## src/inc/uart_bank0_defs.vh

```
`ifndef UART_BANK0_DEFS_VH
`define UART_BANK0_DEFS_VH

// Byte offsets of the bank 0 registers
`define OFS_DATA_PORT 3'h0
`define OFS_INT_EN 3'h1
`define OFS_EVENT_FIFO 3'h2
`define OFS_LINE_CTRL 3'h3
`define OFS_MODEM_CTRL 3'h4
`define OFS_LINE_STATUS 3'h5
`define OFS_MODEM_STATUS 3'h6
`define OFS_SCRATCH 3'h7

// Interrupt enable bit positions
`define IE_RX_LEVEL 0
`define IE_TX_LEVEL 1
`define IE_LINE 2
`define IE_MODEM 3
`define IE_TX_EMPTY 5
`define IE_EXT_MSB 7
`define IE_EXT_LSB 4

// Fifo control bit positions
`define FC_FIFO_EN 0
`define FC_RX_SRST 1
`define FC_TX_SRST 2
`define FC_TX_THR_LSB 4
`define FC_RX_THR_LSB 6

// Extended event id bit positions
`define EV_RX_LEVEL 0
`define EV_TX_LEVEL 1
`define EV_LINE 2
`define EV_MODEM 3
`define EV_TX_EMPTY 5

// Legacy event id codes, bits 3 to 0
`define CODE_NONE 4'h1
`define CODE_LINE 4'h6
`define CODE_RX_LEVEL 4'h4
`define CODE_RX_TIMEOUT 4'hC
`define CODE_TX_LEVEL 4'h2
`define CODE_MODEM 4'h0

// Threshold levels selected by the two-bit fields
`define RX_THR_0 5'h01
`define RX_THR_1 5'h04
`define RX_THR_2 5'h08
`define RX_THR_3 5'h0E
`define TX_THR_0 5'h01
`define TX_THR_1 5'h03
`define TX_THR_2 5'h09
`define TX_THR_3 5'h0D

// Reset values
`define RST_BYTE 8'h00
`define RST_INT_EN 8'h00
`define RST_FIFO_CTRL 8'h00

`endif

```

## src/hdl/uart_bank0_host_registers.v

```verilog
// How it works
// - Reset leaves legacy mode with fifos off until software selects otherwise.
// - Eight byte registers decoded at offsets 00h to 07h.
// - Data port read returns holding register or oldest receive fifo byte.
// - Data port write loads holding register or pushes into transmit fifo.
// - Enable bits 4 to 7 writable only extended; read zero otherwise.
// - Legacy enable bit 0 gates receive level and timeout, codes 0100/1100.
// - Legacy enable bit 1 gates transmit low level, code 0010.
// - Enable bit 2 gates line status interrupts, code 0110.
// - Enable bit 3 gates modem status interrupts, code 0000.
// - Extended enable bit 0 gates receive threshold or timeout interrupt.
// - Extended enable bit 1 gates transmit below threshold or holding empty.
// - Extended enable bit 5 gates transmitter and fifo both empty.
// - Offset 02h reads event id, writes fifo control.
// - Legacy mode ranks four levels, reports only the highest pending.
// - Legacy event id bit 0 is 0 when pending, 1 when idle.
// - Legacy event id bits 2,1 encode highest pending source, reset 00.
// - Legacy event id bit 3 set only for fifo timeout with fifos on.
// - Legacy event id bits 7,6 mirror fifo enable, reset 0.
// - Priority line, receive, transmit, modem; line clears on status read.
// - Transmit low clears on event id read while highest, or data write.
`timescale 1ns/100ps
`include "uart_bank0_defs.vh"

module uart_bank0_host_registers #(
	parameter LEVEL_W = 5
) (
	input wire core_clk_in,
	input wire sys_rst_in,
	input wire [2:0] reg_addr_in,
	input wire [7:0] reg_wdata_in,
	input wire reg_wr_in,
	input wire reg_rd_in,
	output reg [7:0] reg_rdata_out,
	input wire extended_select_in,
	input wire [7:0] rx_data_in,
	input wire [LEVEL_W-1:0] rx_level_in,
	input wire rx_timeout_in,
	output reg rx_pop_out,
	output reg rx_soft_reset_out,
	output reg [7:0] tx_data_out,
	output reg tx_push_out,
	input wire [LEVEL_W-1:0] tx_level_in,
	input wire tx_idle_in,
	output reg tx_soft_reset_out,
	input wire [7:0] line_status_in,
	input wire line_error_in,
	input wire [7:0] modem_status_in,
	input wire modem_change_in,
	output reg [7:0] line_ctrl_out,
	output reg [7:0] modem_control_out,
	output reg fifos_on_out,
	output reg irq_out
);

	function [LEVEL_W-1:0] rx_thr;
		input [1:0] sel;
		begin
			case (sel)
				2'h0: rx_thr = `RX_THR_0;
				2'h1: rx_thr = `RX_THR_1;
				2'h2: rx_thr = `RX_THR_2;
				default: rx_thr = `RX_THR_3;
			endcase
		end
	endfunction

	function [LEVEL_W-1:0] tx_thr;
		input [1:0] sel;
		begin
			case (sel)
				2'h0: tx_thr = `TX_THR_0;
				2'h1: tx_thr = `TX_THR_1;
				2'h2: tx_thr = `TX_THR_2;
				default: tx_thr = `TX_THR_3;
			endcase
		end
	endfunction

	function addr_hit;
		input [2:0] addr;
		input [2:0] ofs;
		begin
			addr_hit = (addr == ofs);
		end
	endfunction

	function lvl_empty;
		input [LEVEL_W-1:0] lvl;
		begin
			lvl_empty = (lvl == {LEVEL_W{1'b0}});
		end
	endfunction

	reg [7:0] int_en_ff;
	reg [7:0] fifo_ctrl_ff;
	reg [7:0] scratch_ff;
	reg line_event_ff;
	reg modem_event_ff;
	reg rx_timeout_flag_ff;
	reg tx_flag_ff;
	reg tx_low_prev_ff;

	reg [7:0] nxt_rdata;
	reg [3:0] legacy_code;
	reg [7:0] event_id;

	// Full decode, every offset mapped
	wire wr_data = reg_wr_in && addr_hit(reg_addr_in, `OFS_DATA_PORT);
	wire wr_int_en = reg_wr_in && addr_hit(reg_addr_in, `OFS_INT_EN);
	wire wr_fifo = reg_wr_in && addr_hit(reg_addr_in, `OFS_EVENT_FIFO);
	wire wr_line_ctrl = reg_wr_in && addr_hit(reg_addr_in, `OFS_LINE_CTRL);
	wire wr_modem_ctrl = reg_wr_in && addr_hit(reg_addr_in, `OFS_MODEM_CTRL);
	wire wr_scratch = reg_wr_in && addr_hit(reg_addr_in, `OFS_SCRATCH);
	wire rd_data = reg_rd_in && addr_hit(reg_addr_in, `OFS_DATA_PORT);
	wire rd_event = reg_rd_in && addr_hit(reg_addr_in, `OFS_EVENT_FIFO);
	wire rd_line = reg_rd_in && addr_hit(reg_addr_in, `OFS_LINE_STATUS);
	wire rd_modem = reg_rd_in && addr_hit(reg_addr_in, `OFS_MODEM_STATUS);

	wire fifo_en = fifo_ctrl_ff[`FC_FIFO_EN];
	wire ext = extended_select_in;
	wire [1:0] rx_sel = fifo_ctrl_ff[`FC_RX_THR_LSB+1:`FC_RX_THR_LSB];
	wire [1:0] tx_sel = fifo_ctrl_ff[`FC_TX_THR_LSB+1:`FC_TX_THR_LSB];

	// Holding register full, or fifo at or above threshold
	wire rx_level_cond = fifo_en ? (rx_level_in >= rx_thr(rx_sel)) : !lvl_empty(rx_level_in);
	// Timeout only means something while the receive fifo runs
	wire rx_timeout_cond = fifo_en && rx_timeout_flag_ff;
	// Thresholded transmit level exists only in extended mode
	wire tx_below_thr = fifo_en ? (tx_level_in < tx_thr(tx_sel)) : lvl_empty(tx_level_in);
	wire tx_low_legacy = lvl_empty(tx_level_in);
	wire tx_low_cond = ext ? tx_below_thr : tx_low_legacy;
	wire tx_empty_cond = tx_idle_in && lvl_empty(tx_level_in);

	// Enabled pending sources in legacy mode
	wire pend_line = line_event_ff && int_en_ff[`IE_LINE];
	wire pend_rx_level = rx_level_cond && int_en_ff[`IE_RX_LEVEL];
	wire pend_rx_to = rx_timeout_cond && int_en_ff[`IE_RX_LEVEL];
	wire pend_tx = tx_flag_ff && int_en_ff[`IE_TX_LEVEL];
	wire pend_modem = modem_event_ff && int_en_ff[`IE_MODEM];

	// Extended mode: plain level conditions, one enable each
	wire ext_rx = (rx_level_cond || rx_timeout_cond) && int_en_ff[`IE_RX_LEVEL];
	wire ext_tx = tx_low_cond && int_en_ff[`IE_TX_LEVEL];
	wire ext_empty = tx_empty_cond && int_en_ff[`IE_TX_EMPTY];

	wire any_legacy = pend_line || pend_rx_level || pend_rx_to || pend_tx || pend_modem;
	wire any_ext = ext_rx || ext_tx || pend_line || pend_modem || ext_empty;
	wire any_pending = ext ? any_ext : any_legacy;

	// Legacy priority encoder
	always @* begin
		if (pend_line) begin
			legacy_code = `CODE_LINE;
		end else if (pend_rx_level) begin
			legacy_code = `CODE_RX_LEVEL;
		end else if (pend_rx_to) begin
			legacy_code = `CODE_RX_TIMEOUT;
		end else if (pend_tx) begin
			legacy_code = `CODE_TX_LEVEL;
		end else if (pend_modem) begin
			legacy_code = `CODE_MODEM;
		end else begin
			legacy_code = `CODE_NONE;
		end
	end

	wire tx_is_highest = (legacy_code == `CODE_TX_LEVEL);

	// Event id as read by software
	always @* begin
		event_id = 8'h00;
		if (ext) begin
			event_id[`EV_RX_LEVEL] = rx_level_cond || rx_timeout_cond;
			event_id[`EV_TX_LEVEL] = tx_low_cond;
			event_id[`EV_LINE] = line_event_ff;
			event_id[`EV_MODEM] = modem_event_ff;
			event_id[`EV_TX_EMPTY] = tx_empty_cond;
		end else begin
			event_id[3:0] = legacy_code;
			event_id[7:6] = {fifo_en, fifo_en};
		end
	end

	// Read mux; unmapped bits read zero
	always @* begin
		nxt_rdata = 8'h00;
		if (reg_rd_in) begin
			case (reg_addr_in)
				`OFS_DATA_PORT: nxt_rdata = rx_data_in;
				`OFS_INT_EN: nxt_rdata = ext ? int_en_ff : {4'h0, int_en_ff[3:0]};
				`OFS_EVENT_FIFO: nxt_rdata = event_id;
				`OFS_LINE_CTRL: nxt_rdata = line_ctrl_out;
				`OFS_MODEM_CTRL: nxt_rdata = modem_control_out;
				`OFS_LINE_STATUS: nxt_rdata = line_status_in;
				`OFS_MODEM_STATUS: nxt_rdata = modem_status_in;
				`OFS_SCRATCH: nxt_rdata = scratch_ff;
				default: nxt_rdata = 8'h00;
			endcase
		end
	end

	// Read data stands one cycle only, zero otherwise
	always @(posedge core_clk_in or posedge sys_rst_in) begin
		if (sys_rst_in) begin
			reg_rdata_out <= 8'h00;
		end else begin
			reg_rdata_out <= nxt_rdata;
		end
	end

	// Pop follows the read, so the next byte shows only after it was taken
	always @(posedge core_clk_in or posedge sys_rst_in) begin
		if (sys_rst_in) begin
			rx_pop_out <= 1'b0;
		end else begin
			rx_pop_out <= rd_data;
		end
	end

	// Enables; the upper nibble lives only while extended mode is selected
	always @(posedge core_clk_in or posedge sys_rst_in) begin
		if (sys_rst_in) begin
			int_en_ff <= `RST_INT_EN;
		end else begin
			if (wr_int_en) begin
				int_en_ff[3:0] <= reg_wdata_in[3:0];
				if (ext) begin
					int_en_ff[`IE_EXT_MSB:`IE_EXT_LSB] <= reg_wdata_in[7:4];
				end
			end
			// Upper enables cannot outlive extended mode
			if (!ext) begin
				int_en_ff[`IE_EXT_MSB:`IE_EXT_LSB] <= 4'h0;
			end
		end
	end

	// Write only; reserved and self-clearing bits are not kept
	always @(posedge core_clk_in or posedge sys_rst_in) begin
		if (sys_rst_in) begin
			fifo_ctrl_ff <= `RST_FIFO_CTRL;
		end else begin
			if (wr_fifo) begin
				fifo_ctrl_ff <= {reg_wdata_in[7:4], 3'h0, reg_wdata_in[`FC_FIFO_EN]};
			end
		end
	end

	// Plain storage; no bank switching behind line control
	always @(posedge core_clk_in or posedge sys_rst_in) begin
		if (sys_rst_in) begin
			line_ctrl_out <= `RST_BYTE;
			modem_control_out <= `RST_BYTE;
			scratch_ff <= `RST_BYTE;
		end else begin
			if (wr_line_ctrl) begin
				line_ctrl_out <= reg_wdata_in;
			end
			if (wr_modem_ctrl) begin
				modem_control_out <= reg_wdata_in;
			end
			if (wr_scratch) begin
				scratch_ff <= reg_wdata_in;
			end
		end
	end

	// Byte and push strobe toward the transmit path
	always @(posedge core_clk_in or posedge sys_rst_in) begin
		if (sys_rst_in) begin
			tx_data_out <= `RST_BYTE;
			tx_push_out <= 1'b0;
		end else begin
			tx_push_out <= wr_data;
			if (wr_data) begin
				tx_data_out <= reg_wdata_in;
			end
		end
	end

	// Soft resets and fifo enable toward both fifos
	always @(posedge core_clk_in or posedge sys_rst_in) begin
		if (sys_rst_in) begin
			rx_soft_reset_out <= 1'b0;
			tx_soft_reset_out <= 1'b0;
			fifos_on_out <= 1'b0;
		end else begin
			// Clearing the fifo enable also empties both fifos
			rx_soft_reset_out <= wr_fifo && (reg_wdata_in[`FC_RX_SRST] ||
				(fifo_en && !reg_wdata_in[`FC_FIFO_EN]));
			tx_soft_reset_out <= wr_fifo && (reg_wdata_in[`FC_TX_SRST] ||
				(fifo_en && !reg_wdata_in[`FC_FIFO_EN]));
			fifos_on_out <= wr_fifo ? reg_wdata_in[`FC_FIFO_EN] : fifo_en;
		end
	end

	// Sticky event flags; a new event wins over the clear
	// Line event clears on a line status read
	always @(posedge core_clk_in or posedge sys_rst_in) begin
		if (sys_rst_in) begin
			line_event_ff <= 1'b0;
		end else begin
			if (line_error_in) begin
				line_event_ff <= 1'b1;
			end else if (rd_line) begin
				line_event_ff <= 1'b0;
			end
		end
	end

	// Modem event clears on a modem status read
	always @(posedge core_clk_in or posedge sys_rst_in) begin
		if (sys_rst_in) begin
			modem_event_ff <= 1'b0;
		end else begin
			if (modem_change_in) begin
				modem_event_ff <= 1'b1;
			end else if (rd_modem) begin
				modem_event_ff <= 1'b0;
			end
		end
	end

	// Timeout clears only when the data port is read
	always @(posedge core_clk_in or posedge sys_rst_in) begin
		if (sys_rst_in) begin
			rx_timeout_flag_ff <= 1'b0;
		end else begin
			if (rx_timeout_in) begin
				rx_timeout_flag_ff <= 1'b1;
			end else if (rd_data) begin
				rx_timeout_flag_ff <= 1'b0;
			end
		end
	end

	// Edge set, so a serviced empty does not re-raise by itself
	always @(posedge core_clk_in or posedge sys_rst_in) begin
		if (sys_rst_in) begin
			tx_low_prev_ff <= 1'b0;
		end else begin
			tx_low_prev_ff <= tx_low_legacy;
		end
	end

	// Reset value 0 lets an empty fifo raise the flag right after reset
	always @(posedge core_clk_in or posedge sys_rst_in) begin
		if (sys_rst_in) begin
			tx_flag_ff <= 1'b0;
		end else begin
			if (tx_low_legacy && !tx_low_prev_ff) begin
				tx_flag_ff <= 1'b1;
			end else if (wr_data || (rd_event && !ext && tx_is_highest)) begin
				tx_flag_ff <= 1'b0;
			end
		end
	end

	// Registered so the pin carries no decode glitches
	always @(posedge core_clk_in or posedge sys_rst_in) begin
		if (sys_rst_in) begin
			irq_out <= 1'b0;
		end else begin
			irq_out <= any_pending;
		end
	end

endmodule // uart_bank0_host_registers

```

## config.mk

```make
export PLATFORM = sky130hd
export DESIGN_NAME = uart_bank0_host_registers
export DESIGN_NICKNAME = d
export VERILOG_FILES = /design/src/hdl/uart_bank0_host_registers.v
export VERILOG_INCLUDE_DIRS = /design/src /design/src/inc
export SDC_FILE = /design/constraint.sdc
export NUM_CORES = 1
export LEC_CHECK = 0
export BUFFER_PORTS_ARGS = -buffer_cell sky130_fd_sc_hd__buf_2
export CAP_MARGIN = 0
export CORE_MARGIN = 4
export CORE_UTILIZATION = 50
export CTS_BUF_LIST = sky130_fd_sc_hd__clkbuf_8
export CTS_CLUSTER_SIZE = 12
export DETAILED_ROUTE_END_ITERATION = 12
export GPL_ROUTABILITY_DRIVEN = 0
export HOLD_SLACK_MARGIN = 0.03
export PLACE_DENSITY = 0.77
export SLEW_MARGIN = 20
export SYNTH_ARGS = -nofsm -noshare
export SYNTH_HDL_FRONTEND = slang
export SYNTH_SLANG_ARGS = --single-unit
```

## constraint.sdc

```tcl
create_clock -name core_clk_in -period 3.28 [get_ports core_clk_in]
set_clock_uncertainty 0.15 [all_clocks]
set_input_delay 0.328 -clock core_clk_in [delete_from_list [all_inputs] [get_ports core_clk_in]]
set_output_delay 0.328 -clock core_clk_in [all_outputs]
set_load 0.02 [all_outputs]
```

==> results.toml, run 1 <==
[global_routing]
grt_pass1_vias = 2675
antenna_found_initial = 0
grt_first_pass_wirelength_mm = 13.3
grt_overflow_total = 0
grt_start_max_net_pins = 52
track_usage_pct = 22.6

[cells_and_area]
fin_area_sq_um = 4020
area.growth.synth_to_final_pct = 21.7
layout-drive-gt1-share_pct = 41.4
antennaDiodeCount = 0
layout.nets = 450

[clock_tree]
root_buffer = "clkbuf_8"
clock-sinks = 64
cts_setup_buffers = 0
cts_buffers = 9
clkTransAtPathRegs_ps = 70
cts_tree = "yes"
ctsResizeCount = 0
clockBufferDepth = 2
clock_latency_ps = 350
ctsHtreeMaxLevel = 3

[logic_synthesis]
ys_seq_area_share_pct = 48.4
synth.distinct_cells = 54
synth-main-ff-cell = "dfrtp_1"
synth-seq-cells = 64
synth_edf_count = 0
async_flop_share_pct = 100
syn_inst = 296
synth_warnings = 0
syn-num-nets = 357
syn_area_sq_um = 3310
postSynthAreaPerCell_sq_um = 11.2

[timing]
setup_viol = 0
whs_ps = -40.7
finalSetupTns_ps = 0
tightest_slew_ps = 857
worst_slack_ps = 1350
slew_headroom_pct = 42.9
fin_crit_sh_pct = 58.7
fmax_mhz = 519
min_period_ps = 1930
finalMaxSlewViolations = 0
hold_viol = 49
rsz0062_at_grt = "no"

[power]
leakage_uw = 0.00190
ir_drop_mv = 0.504
powerDensity_nw_per_um2 = 566

[critical_path]
arrival_ps = 2000
crit_required_ps = 3350
r2r_cells = 7
r2r_slack_ps = 1350
r2r_end = "irq_out$_DFF_PP0_"
end_kind = "register"
startpoint_type = "register"
startpoint = "fifo_ctrl_ff[7]$_DFFE_PP0P_"
timing.rr.start = "fifo_ctrl_ff[7]$_DFFE_PP0P_"
crit_path_end = "irq_out$_DFF_PP0_"
crit_path_max_fanout = 4
critPathKind = "register to register"

[floorplan]
die_x_um = 89.3
die_h_um = 89.3
initial_utilization_pct = 51.8
core_sq_um = 6390
die-area_sq_um = 7980
io_pins = 92
num_rows = 29

[flow_run]
maxCapViolCount = 0

[route]
avgViaCountPerCell = 5.69
drt-initial-drc-count = 196
drt-total-wl_mm = 8.40
drcViolationCount = 0
antenna_left = 0
num_vias = 2679
wire_per_inst_um = 17.8
dr.pass1.iters = 4

[placement]
port_buffers = 91
pre_cts_slack_ps = 1110
dp_hpwl_mm = 6.26
post_dp_cell_area_sq_um = 3790

[outcome]
status = "complete, but fails checks"
violations = "hold timing"

[worst_hold_path]
min_path_type = "primary input to async pin"
-- layout by cell type, fill, tap and decap left out, types with 4 or more instances in the layout --
cell | netlist | routed
nand3_1 | 8 | 8
nand2_1 | 28 | 28
buf_2 | 3 | 91
a22oi_1 | 6 | 6
inv_1 | 16 | 15
ha_1 | 7 | 7
o21ai_0 | 20 | 20
a21o_1 | 4 | 4
a21oi_1 | 10 | 10
dfrtp_1 | 64 | 64
mux2i_1 | 8 | 8
clkbuf_8 | 0 | 9
nor2b_1 | 11 | 11
nor2_1 | 8 | 8
mux2_2 | 37 | 37
-- layer usage --
layer / GRT usage (%) / up-vias / routed length, um / part of all wire [%]
met5: 0 / - / 0 / 0
met4: 7.71 / 0 / 142 / 1.7
met3: 5.35 / 12 / 632 / 7.5
met2: 35.0 / 106 / 4010 / 48
met1: 31.2 / 1301 / 3610 / 43
li1: - / 1260 / - / -
-- state kept, by name (all words and copies together) (netlist names), 5 cells and up --
signal and cells:
modem_control_out 8, scratch_ff 8, reg_rdata_out 8, int_en_ff 8, line_ctrl_out 8, fifo_ctrl_ff 5, tx_data_out 8
-- worst max-delay path: stages (launching register included) --
cell and delay (ps):
dfrtp_1 360, inv_1 80, ha_1 190, nor3b_2 220, o211ai_1 170, a32oi_2 300
nand3_1 160, o21bai_1 180
-- cell usage after synthesis, drive strengths merged (2+ instances only) --
library cell | n | share of area [%]
dfrtp | 64 | 48
mux2 | 37 | 13
nand2 | 28 | 3.2
o21ai | 21 | 3.2
inv | 16 | 1.8
nor2b | 11 | 2.1
a21oi | 10 | 1.5
buf | 10 | 2.2
nand3 | 9 | 1.5
mux2i | 8 | 2.4
nor2 | 8 | 0.91
a22oi | 7 | 1.7
ha | 7 | 2.6
clkbuf | 5 | 0.57
a21o | 4 | 0.91
nor3 | 4 | 1.1
a21boi | 3 | 0.68
a31oi | 3 | 0.57
and3 | 3 | 0.57
nand2b | 3 | 0.57
nor3b | 3 | 0.83
o211ai | 3 | 0.68
a222oi | 2 | 0.61
a22o | 2 | 0.53
a311oi | 2 | 0.53
mux4 | 2 | 1.4
nand4 | 2 | 0.76
o21a | 2 | 0.45
o221a | 2 | 0.68
o32ai | 2 | 0.76
-- cells by family after synthesis --
family / synth area share (%)
compound gates: 14.9
fa+ha+maj: 2.65
buf+inv: 4.69
flops: 48.4
mux: 16.4
simple gates: 13.0
-- how the worst min path moves through the flow --
stage	end	cells past startpoint
3_5_place_dp	tx_flag_ff$_DFFE_PP0P_	1
5_1_grt	tx_soft_reset_out$_DFF_PP0_	2
4_1_cts	reg_rdata_out[2]$_DFF_PP0_	2
3_3_place_gp	tx_flag_ff$_DFFE_PP0P_	1
6_report	tx_soft_reset_out$_DFF_PP0_	2
2_1_floorplan	tx_flag_ff$_DFFE_PP0P_	1
-- report_power, final --
group	leakage [uW]	internal (uW)	switching, uW	total, uW
combinational	0.00101	251	327	578
sequential	0.000784	920	94.8	1010
clock	0.000101	358	327	685
-- cell type report --
type | instances | area, sq um
well taps | 77 | 96.3
clock buffers | 9 | 124
fillers | 520 | 2360
multi-input cells | 200 | 1550
flip-flops and latches | 64 | 1600
repair buffers | 97 | 508
inverters | 17 | 66.3
clock inverters | 7 | 77.6
-- through the flow --
step,total power (uW),hold WS (ps),utilization (%),std cells
6_report,2280,-40.7,63.0,471
5_1_grt,2400,52.1,63.0,471
4_1_cts,2290,105,63.0,471
3_5_place_dp,1600,281,59.4,452
3_3_place_gp,1590,279,59.4,452
2_1_floorplan,1400,268,-,296
-- repair_timing --
item | 4_1_cts | 5_1_grt
endpoints found under the setup margin | 0 | 0
hold endpoints to repair | 3 | 0
hold buffers | 3 | 0
No activity file was read; power rests on OpenSTA's default activity.
==> inputs of run 2 (changes only) <==
- CORE_UTILIZATION: 50 -> 49
- PLACE_DENSITY: 0.77 -> 0.79
- clock period: 3.28 -> 1.75 ns (I/O delays scaled with it)
==> run 2 against run 1 <==
Net effect:
- the run ends with setup timing left
- routed wire length rose by 9.4%
- combinational power increased by 110%
- sequential cell count did not move
- sequential power up 87%
- core utilization rose by 5.9 points
==> results.toml, run 2 (synthesis results as in run 1) <==
[outcome]
status = "complete, but fails checks"
violations = "setup timing"

[cells_and_area]
final_common_cell = "buf_2"
fillers = 471
layout-drive-gt1-share_pct = 44.8
area.growth.synth_to_final_pct = 34.7
fin_util_pct = 68.9
layout_common_cells = "buf_2 (91), dfrtp_1 (64), mux2_2 (37)"
layout.nets = 500
antennaDiodeCount = 0

[floorplan]
initial_utilization_pct = 51.2
die_x_um = 90.2
die-area_sq_um = 8130
io_pins = 92
die_h_um = 90.2
core_sq_um = 6460
num_rows = 29

[critical_path]
arrival_ps = 2000
crit_path_max_fanout = 4
cpMaxStageDelayCell = "dfrtp_1"
crit_required_ps = 1830
critPathKind = "register to register"
crit_path_end = "reg_rdata_out[2]$_DFF_PP0_"
r2r_cells = 7
startpoint_type = "register"
cpPeakStageDelay_ps = 410
crit_path_cell_trace = "inv_1 -> ha_4 -> a21oi_1 -> o211ai_1 -> a32oi_2 -> a21boi_1 -> o221a_1"
timing.rr.start = "fifo_ctrl_ff[6]$_DFFE_PP0P_"
r2r_slack_ps = -170
end_kind = "register"
r2r_end = "reg_rdata_out[2]$_DFF_PP0_"
startpoint = "fifo_ctrl_ff[6]$_DFFE_PP0P_"

[timing]
tightest_slew_ps = 547
worst_slack_ps = -169
finalMaxSlewViolations = 0
setup_viol = 6
slew_headroom_pct = 63.4
min_period_ps = 1920
fmax_mhz = 521
finalSetupTns_ps = -694
fin_crit_sh_pct = 110
hold_viol = 0
rsz0062_at_grt = "yes"

[route]
num_vias = 2952
dr.pass1.iters = 5
wire_per_inst_um = 17.6
antenna_left = 0
avgViaCountPerCell = 5.67
drt-total-wl_mm = 9.19
drt-initial-drc-count = 297
drcViolationCount = 0

[power]
ir_drop_mv = 0.677
comb_power_share_pct = 29.5
leakage_uw = 0.00213
intPower_uw = 2790
seqPwrFrac_pct = 44.8
p_switching_uw = 1420
netSwitchingFraction_pct = 33.7
pwr-share-clk_pct = 25.7
powerDensity_nw_per_um2 = 946

[clock_tree]
cts_buffers = 9
cts_setup_buffers = 0
clock-sinks = 64
cts_tree = "yes"
clkTransAtPathRegs_ps = 70
ctsHtreeMaxLevel = 3
clock_latency_ps = 350
clockBufferDepth = 2
root_buffer = "clkbuf_8"

[placement]
dp_hpwl_mm = 6.98
port_buffers = 91

[global_routing]
grt_pass1_vias = 3130
antenna_found_initial = 0
grt_overflow_total = 0
track_usage_pct = 23.6
grt_start_max_net_pins = 25
grt_first_pass_wirelength_mm = 15.1

[worst_hold_path]
min_path_type = "primary input to register"

[flow_run]
maxCapViolCount = 0
## run 2: cell types whose count changed in the layout (fill, tap and decap cells not counted), moves of 2 or more
cell | previous run | this run
buf_12 | 0 | 2
buf_4 | 3 | 35
dlygate4sd3_1 | 3 | 19
clkinv_2 | 3 | 5
inv_6 | 3 | 0
## run 2: worst min path at each step
stage | end | startpoint | slack (ps) | cells past startpoint
floorplan | line_event_ff$_DFFE_PP0P_ | line_error_in | 120 | 1
global placement | int_en_ff[0]$_DFFE_PP0P_ | sys_rst_in | 100 | 2
detailed placement | int_en_ff[2]$_DFFE_PP0P_ | sys_rst_in | 100 | 2
CTS | reg_rdata_out[4]$_DFF_PP0_ | rx_data_in[4] | 30 | 3
global route | reg_rdata_out[4]$_DFF_PP0_ | rx_data_in[4] | 50 | 3
finish | reg_rdata_out[4]$_DFF_PP0_ | rx_data_in[4] | 30 | 3
## run 2: stage by stage
step	hold slack, ps	std cells	area, sq um	total power, uW	setup WS, ps
final	34.1	521	4450	4210	-169
after global routing	45.7	521	4450	4440	-276
after global placement	95.2	486	4080	3050	-70.2
after detailed placement	96.0	486	4080	3100	-165
after CTS	30.1	521	4450	4220	-141
after floorplan	117	296	3310	2620	22.8
## run 2: critical path, delay by kind of cell (launching register included)
| family | cells | cell delay [ps] |
|---|---|---|
| AO/OA/AOI/OAI | 5 | 910 |
| flip-flops | 1 | 410 |
| adder cells (fa/ha/maj) | 1 | 220 |
| buffers and inverters | 1 | 130 |
## run 2: power by group through the flow
stage | Sequential [uW] | Combinational, uW | Clock [uW]
after floorplan | 2070 | 552 | 0
after global placement | 1890 | 1150 | 0
after detailed placement | 1910 | 1190 | 0
after CTS | 1880 | 1240 | 1090
after global routing | 1910 | 1350 | 1170
final | 1890 | 1240 | 1080
## run 2: layout make-up
type / instances / area [sq um] / area share [%]
clock buffers: 9 / 124 / 2.78
repair buffers: 147 / 948 / 21.3
multi-input cells: 200 / 1570 / 35.3
clock inverters: 7 / 40.0 / 0.899
well taps: 77 / 96.3 / 2.16
flip-flops and latches: 64 / 1600 / 36.0
inverters: 17 / 68.8 / 1.55
## run 2: per-layer routing
metal | GRT usage, % | vias up | share of wire, %
met5 | 0 | - | 0
met4 | 9.69 | 0 | 2.9
met3 | 5.93 | 28 | 7.0
met2 | 37.3 | 140 | 48
met1 | 30.9 | 1425 | 42
li1 | - | 1359 | -
## run 2: what timing repair did
| action | 4_1_cts | 5_1_grt |
|---|---|---|
| resized for setup | 2 | 1 |
| hold buffers | 19 | 0 |
| endpoints found under the setup margin | 6 | 6 |
| pin swaps | 10 | 7 |
| endpoints found under the hold margin | 62 | 0 |
